## src/hdl/crc16_pkg.sv

```systemverilog
package crc16_pkg;

    // ----------------------------------------
    // Shift register and polynomial
    // ----------------------------------------
    localparam int CRC_WIDTH = 16;
    localparam int BYTE_WIDTH = 8;
    localparam logic [15:0] CRC_POLY = 16'h1021;
    localparam logic [15:0] CRC_RESET = 16'h0000;
    localparam int HIGH_LSB = 8;

    // ----------------------------------------
    // Write queue layout
    // ----------------------------------------
    localparam int QUEUE_DEPTH = 32;
    localparam int QUEUE_WIDTH = 9;
    localparam int QUEUE_SEL_POS = 8;

    // ----------------------------------------
    // Power modes, Gray along run-wait-stop3-stop12
    // ----------------------------------------
    typedef enum logic [1:0] {
        PM_RUN = 2'h0,
        PM_WAIT = 2'h1,
        PM_STANDBY = 2'h3,
        PM_DEEP_STOP = 2'h2
    } power_mode_t;

    // ----------------------------------------
    // Seed sequencing
    // ----------------------------------------
    typedef enum logic [0:0] {
        SEQ_DATA = 1'h0,
        SEQ_SEED_LOW = 1'h1
    } seq_state_t;

    // ----------------------------------------
    // Shared arithmetic
    // ----------------------------------------
    function automatic logic [7:0] rev_byte(input logic [7:0] b);
        logic [7:0] r;
        r = 8'h00;
        for (int i = 0; i < 8; i++) begin
            r[i] = b[7 - i];
        end
        return r;
    endfunction

    function automatic logic [15:0] rev_word(input logic [15:0] w);
        return {rev_byte(w[7:0]), rev_byte(w[15:8])};
    endfunction

    // One byte, MSB first, no augmentation, no final inversion
    function automatic logic [15:0] crc_byte(input logic [15:0] crc, input logic [7:0] d);
        logic [15:0] c;
        logic fb;
        c = crc;
        fb = 1'b0;
        for (int i = 7; i >= 0; i--) begin
            fb = c[15] ^ d[i];
            c = {c[14:0], 1'b0} ^ (fb ? CRC_POLY : 16'h0000);
        end
        return c;
    endfunction

endpackage

```

## src/hdl/crc16_byte_generator.sv

```systemverilog
`timescale 1ns/1ps
`default_nettype none

module crc16_byte_generator (
    // Clock and reset
    input wire logic clk_i,
    input wire logic rst_n_i,
    // Power mode from the system controller
    input wire crc16_pkg::power_mode_t power_mode_i,
    // Options
    input wire logic transpose_i,
    // Byte writes: select high 1 writes the high register, 0 the low one when a seed is pending, else a data byte
    input wire logic wr_valid_i,
    input wire logic wr_high_i,
    input wire logic [7:0] wr_data_i,
    output logic wr_ready_o,
    // Result and status
    output logic [7:0] result_seed_high_o,
    output logic [7:0] result_seed_low_data_o,
    output logic seed_pending_o,
    output logic idle_o
);

    import crc16_pkg::*;

    // ----------------------------------------
    // State
    // ----------------------------------------
    typedef struct packed {
        logic [CRC_WIDTH-1:0] crc;
        logic [CRC_WIDTH-1:0] result;
        seq_state_t seq;
    } gen_state_t;

    gen_state_t st_ff;
    gen_state_t nxt_st;

    logic deep_stop;
    logic standby;
    logic q_valid;
    logic q_ready;
    logic [QUEUE_WIDTH-1:0] q_data;
    logic q_is_high;
    logic [7:0] q_byte;
    logic [7:0] data_in;

    // ----------------------------------------
    // Mode decode
    // ----------------------------------------
    // Wait is not decoded at all, so it runs like run mode
    assign deep_stop = (power_mode_i == PM_DEEP_STOP);
    assign standby = (power_mode_i == PM_STANDBY);

    // ----------------------------------------
    // Write queue
    // ----------------------------------------
    byte_queue #(
        .WIDTH(QUEUE_WIDTH),
        .DEPTH(QUEUE_DEPTH)
    ) u_queue (
        .clk_i(clk_i),
        .rst_n_i(rst_n_i),
        .flush_i(deep_stop),
        .in_valid_i(wr_valid_i),
        .in_ready_o(wr_ready_o),
        .in_data_i({wr_high_i, wr_data_i}),
        .out_valid_o(q_valid),
        .out_ready_i(q_ready),
        .out_data_o(q_data)
    );

    // Standby stalls the drain; queued bytes wait for run or wait mode
    assign q_ready = !standby && !deep_stop;
    assign q_is_high = q_data[QUEUE_SEL_POS];
    assign q_byte = q_data[BYTE_WIDTH-1:0];
    assign data_in = transpose_i ? rev_byte(q_byte) : q_byte;

    // ----------------------------------------
    // Seed and shift engine
    // ----------------------------------------
    always_comb begin
        nxt_st = st_ff;
        if (deep_stop) begin
            nxt_st.crc = CRC_RESET;
            nxt_st.seq = SEQ_DATA;
        end else if (q_valid && q_ready) begin
            if (q_is_high) begin
                // A high write always restarts seeding
                nxt_st.crc[CRC_WIDTH-1:HIGH_LSB] = q_byte;
                nxt_st.seq = SEQ_SEED_LOW;
            end else begin
                unique case (st_ff.seq)
                    SEQ_SEED_LOW: begin
                        nxt_st.crc[HIGH_LSB-1:0] = q_byte;
                        nxt_st.seq = SEQ_DATA;
                    end
                    SEQ_DATA: begin
                        nxt_st.crc = crc_byte(st_ff.crc, data_in);
                    end
                endcase
            end
        end
        // Presented result tracks the register, optionally reversed
        nxt_st.result = transpose_i ? rev_word(nxt_st.crc) : nxt_st.crc;
    end

    always_ff @(posedge clk_i or negedge rst_n_i) begin
        if (!rst_n_i) begin
            st_ff.crc <= CRC_RESET;
            st_ff.result <= CRC_RESET;
            st_ff.seq <= SEQ_DATA;
        end else begin
            st_ff <= nxt_st;
        end
    end

    // ----------------------------------------
    // Outputs
    // ----------------------------------------
    assign result_seed_high_o = st_ff.result[CRC_WIDTH-1:HIGH_LSB];
    assign result_seed_low_data_o = st_ff.result[HIGH_LSB-1:0];
    assign seed_pending_o = (st_ff.seq == SEQ_SEED_LOW);
    assign idle_o = !q_valid;

endmodule

`default_nettype wire

```

## src/hdl/byte_queue.sv

```systemverilog
`timescale 1ns/1ps
`default_nettype none

module byte_queue #(
    parameter int WIDTH = 9,
    parameter int DEPTH = 32
) (
    // Clock and reset
    input wire logic clk_i,
    input wire logic rst_n_i,
    input wire logic flush_i,
    // Fill side
    input wire logic in_valid_i,
    output logic in_ready_o,
    input wire logic [WIDTH-1:0] in_data_i,
    // Drain side
    output logic out_valid_o,
    input wire logic out_ready_i,
    output logic [WIDTH-1:0] out_data_o
);

    localparam int PW = $clog2(DEPTH);

    typedef struct packed {
        logic [DEPTH-1:0][WIDTH-1:0] mem;
        logic [PW-1:0] wr_ptr;
        logic [PW-1:0] rd_ptr;
        logic [PW:0] count;
    } queue_state_t;

    queue_state_t st_ff;
    queue_state_t nxt_st;
    logic do_wr;
    logic do_rd;

    assign in_ready_o = (st_ff.count != (PW + 1)'(DEPTH));
    assign out_valid_o = (st_ff.count != '0);
    assign out_data_o = st_ff.mem[st_ff.rd_ptr];
    assign do_wr = in_valid_i && in_ready_o;
    assign do_rd = out_valid_o && out_ready_i;

    always_comb begin
        nxt_st = st_ff;
        if (flush_i) begin
            nxt_st.wr_ptr = '0;
            nxt_st.rd_ptr = '0;
            nxt_st.count = '0;
        end else begin
            if (do_wr) begin
                nxt_st.mem[st_ff.wr_ptr] = in_data_i;
                nxt_st.wr_ptr = st_ff.wr_ptr + 1'b1;
            end
            if (do_rd) begin
                nxt_st.rd_ptr = st_ff.rd_ptr + 1'b1;
            end
            if (do_wr && !do_rd) begin
                nxt_st.count = st_ff.count + 1'b1;
            end else if (do_rd && !do_wr) begin
                nxt_st.count = st_ff.count - 1'b1;
            end
        end
    end

    always_ff @(posedge clk_i or negedge rst_n_i) begin
        if (!rst_n_i) begin
            st_ff <= '0;
        end else begin
            st_ff <= nxt_st;
        end
    end

endmodule

`default_nettype wire

```

## config.mk

```make
export PLATFORM = sky130hd
export DESIGN_NAME = crc16_byte_generator
export DESIGN_NICKNAME = d
export VERILOG_FILES = /design/src/hdl/crc16_pkg.sv /design/src/hdl/crc16_byte_generator.sv /design/src/hdl/byte_queue.sv
export SDC_FILE = /design/constraint.sdc
export NUM_CORES = 1
export LEC_CHECK = 0
export BUFFER_PORTS_ARGS = -buffer_cell sky130_fd_sc_hd__buf_2
export CAP_MARGIN = 25
export CORE_ASPECT_RATIO = 0.75
export CORE_MARGIN = 4
export CORE_UTILIZATION = 35
export CTS_BUF_LIST = sky130_fd_sc_hd__clkbuf_8
export CTS_CLUSTER_DIAMETER = 30
export DETAILED_ROUTE_END_ITERATION = 8
export GPL_ROUTABILITY_DRIVEN = 1
export PLACE_DENSITY = 0.49
export SLEW_MARGIN = 20
export SYNTH_ARGS = -nofsm -noshare
export SYNTH_HDL_FRONTEND = slang
export SYNTH_SLANG_ARGS = --single-unit
```

## constraint.sdc

```tcl
create_clock -name clk_i -period 7.74 [get_ports clk_i]
set_input_delay 1.161 -clock clk_i [delete_from_list [all_inputs] [get_ports clk_i]]
set_output_delay 1.161 -clock clk_i [all_outputs]
set_load 0.02 [all_outputs]
```

==> run_results.csv <==
group,metric,value,unit
outcome,status,"finished, final reports clean",
logic_synthesis,synthMuxAreaShare,0.315,
sta,worst_pin_slew,1.06,ns
logic_synthesis,synth_top_area_share,0.503,
logic_synthesis,yosysTopAreaCell,"dfrtp_1",
setup_path,cp-start-kind,"flip-flop",
logic_synthesis,avgSynthCellArea,13.3,um2
finish,area_delta_synth_final,13.3,%
setup_path,cp.arrival,4.94,ns
logic_synthesis,synth-simple-area-share,0.0593,
min_path,hp-class,"flip-flop to flip-flop",
logic_synthesis,synthAdderAreaFrac,0.00790,
global_route,overflow,0,
logic_synthesis,ys.flop_type,"dfrtp_1",
sta,fin_crit,4.49,ns
clock_tree,postCtsHoldBufs,0,
job,drv_cap,0,
clock_tree,cts_setup_buffers,0,
place,dp_hpwl,31.0,mm
sta,max_freq,223,MHz
die,die_h,198,um
clock_tree,ctsLongestPathBuffers,3,
setup_path,end_kind,"flip-flop",
place,place_congestion,0.847,
global_route,grt_max_degree,176,
place,io_buffers,33,
sta,rsz0062_at_grt,"no",
logic_synthesis,syn_nets,1288,
sta,tns,0,ns
detailed_routing,via_per_inst,5.39,
setup_path,cp_max_fo,44,
detailed_routing,finalWirelength,47.2,mm
finish,nNetsFinal,1310,
die,dieArea,0.0515,mm2
sta,relSlewSlack,0.291,
finish,final_layout_size_suffix_gt1_frac,0.395,
logic_synthesis,ys_ff_latch,337,
clock_tree,htreeDepth,3,
detailed_routing,first_pass_iters,5,
detailed_routing,wl_per_cell,23.9,um
clock_tree,cts_buffers,70,
logic_synthesis,synthDistinctLibCells,73,
power_and_ir_drop,p_leak,9.12,nW
detailed_routing,drtIter0Drc,851,
clock_tree,cts_resized,0,
logic_synthesis,syn_inst,1263,
sta,hold_violations,0,
global_route,antenna_found_initial,1,
die,core,0.0474,mm2
logic_synthesis,yosys_warnings,0,
sta,fin_crit_sh,0.580,
setup_path,max_stage_delay,0.91,ns
clock_tree,clock-sinks,337,
clock_tree,cts_tree,"built",
sta,final.setup_skew,0.0296,ns
detailed_routing,drc,0,
logic_synthesis,post-synth-top-count-cell,"dfrtp_1",
clock_tree,cts_root_buffer,"clkbuf_8",
setup_path,crit_required,8.19,ns
die,initial_core_util,0.354,
clock_tree,path_clk_slew,0.05,ns
logic_synthesis,synth_top_family_by_area,"multiplexers",
detailed_routing,drtAntennaViolNets,0,
clock_tree,insertion_delay,0.62,ns
logic_synthesis,ys_async_sr_fraction,1.00,
power_and_ir_drop,ir_drop,0.163,mV
setup_path,criticalPathCategory,"flip-flop to flip-flop",
logic_synthesis,synth_edf_count,0,
logic_synthesis,synth_compound_area_frac,0.0596,
setup_path,crit_path_cell_trace,"buf_4 -> mux2i_1 -> a22oi_1 -> nand2_1 -> o21ai_1 -> o211a_1 -> a2111oi_0 -> xor2_1 -> mux2i_1 -> o22ai_1",
sta,finalSetupViolations,0,
sta,drv_slew,0,
sta,whs,0.498,ns
global_route,first_global_vias,10819,
setup_path,path_buf_inv,1,
logic_synthesis,netlist_top_cells_area,"dfrtp_1 (50%), mux2_2 (20%), mux4_2 (6.6%)",
setup_path,cpMaxStageDelayCell,"dfrtp_4",
logic_synthesis,ys_seq_area_frac,0.503,
global_route,grt_pass1_wl,71.6,mm
setup_path,critical-path-top-delay-family,"compound AO/OA/AOI/OAI gates",
logic_synthesis,synth_xor_area_frac,0.0174,
finish,diodes,0,
die,fp.dieW,261,um
die,num_io_pins,34,
die,rows,69,
logic_synthesis,synth_common_cells,"dfrtp_1 (337), mux2_2 (294), mux2i_1 (80)",
logic_synthesis,syn_area,0.0168,mm2
setup_path,critPathMostFrequentCell,"mux2i_1",
global_route,grt_usage,0.186,
detailed_routing,vias,10626,
power_and_ir_drop,pwr_density_cell,384,mW/mm2
[where the power goes]
| part | switching, mW | internal, mW | leakage (nW) |
|---|---|---|---|
| Clock | 0.824 | 1.43 | 0.883 |
| Sequential | 0.288 | 2.10 | 4.55 |
| Combinational | 1.50 | 1.16 | 3.69 |
| Total | 2.61 | 4.69 | 9.12 |
[final timing paths]
check	startpoint	slack, ns	cells after the start	to
setup / recovery	u_queue.st_ff[6]	3.25	10	result_seed_high_o[0]
hold / removal	u_queue.st_ff[73]	0.50	1	u_queue.st_ff[73]
setup reg to reg	u_queue.st_ff[6]	3.25	10	result_seed_high_o[0]
hold reg to reg	u_queue.st_ff[73]	0.50	1	u_queue.st_ff[73]
max in group asynchronous	rst_n_i	5.50	2	u_queue.st_ff[7]
min in group asynchronous	rst_n_i	0.62	1	u_queue.st_ff[205]
[state kept, by name, indices dropped and copies added, names as in the netlist]
signal                  count
result_seed_high_o          8
result_seed_low_data_o      8
seed_pending_o              1
st_ff                      16
u_queue.st_ff             304
[placed cells by master (no fill, tap or decap), types with 5 or more instances in the layout]
master,Yosys,final
and3_1,7,7
o21ai_1,15,15
buf_4,21,15
xor2_1,13,13
nand3_1,15,15
xnor2_1,13,13
o31ai_1,8,8
nor2b_1,13,11
mux2_2,294,294
nor2_1,40,40
buf_2,12,32
mux2i_1,80,80
and2_1,5,5
a211oi_1,10,10
a22oi_1,30,30
inv_1,21,34
dfrtp_1,337,335
nor3_1,5,5
o21ai_0,8,8
o22ai_1,18,18
ha_1,9,9
a21oi_1,13,13
mux4_2,49,49
nand2b_1,6,6
bufinv_16,0,14
clkbuf_8,0,81
a31oi_1,5,5
nand2_1,68,68
nor4_1,5,5
[cells by family after synthesis]
kind of cell               after synthesis
buffers and inverters                  122
muxes                                  427
xor gates and xnor gates                29
and+or+nand+nor                        198
adders and majority gates               10
AOI/OAI and AO/OA                      140
DFF                                    337
[layer usage]
metal,vias to the layer above,GRT usage,wire length [um]
li1,4685,-,-
met1,5597,0.273,22800
met2,256,0.264,20200
met3,86,0.0582,3190
met4,2,0.0534,1110
met5,-,0,13
[per-stage QoR]
| step | utilization | cell area (um2) | worst slack [ns] | std cells | power (mW) |
|---|---|---|---|---|---|
| 2_1_floorplan | - | 16800 | 4.43 | 1263 | 4.39 |
| 3_3_place_gp | 0.366 | 17300 | 3.13 | 1851 | 5.04 |
| 3_5_place_dp | 0.366 | 17300 | 2.99 | 1851 | 5.05 |
| 4_1_cts | 0.401 | 19000 | 3.24 | 1971 | 7.34 |
| 5_1_grt | 0.401 | 19000 | 2.96 | 1972 | 7.70 |
| 6_report | 0.401 | 19000 | 3.25 | 1972 | 7.29 |
[final cells by class]
class	count	area (um2)
fillers	4496	28400
well taps	639	800
multi-input cells	804	7700
inverters	22	82.6
clock buffers	81	1110
repair buffers	50	323
clock inverters	39	554
flip-flops and latches	337	8440
Power figures use the tool's default switching activity.
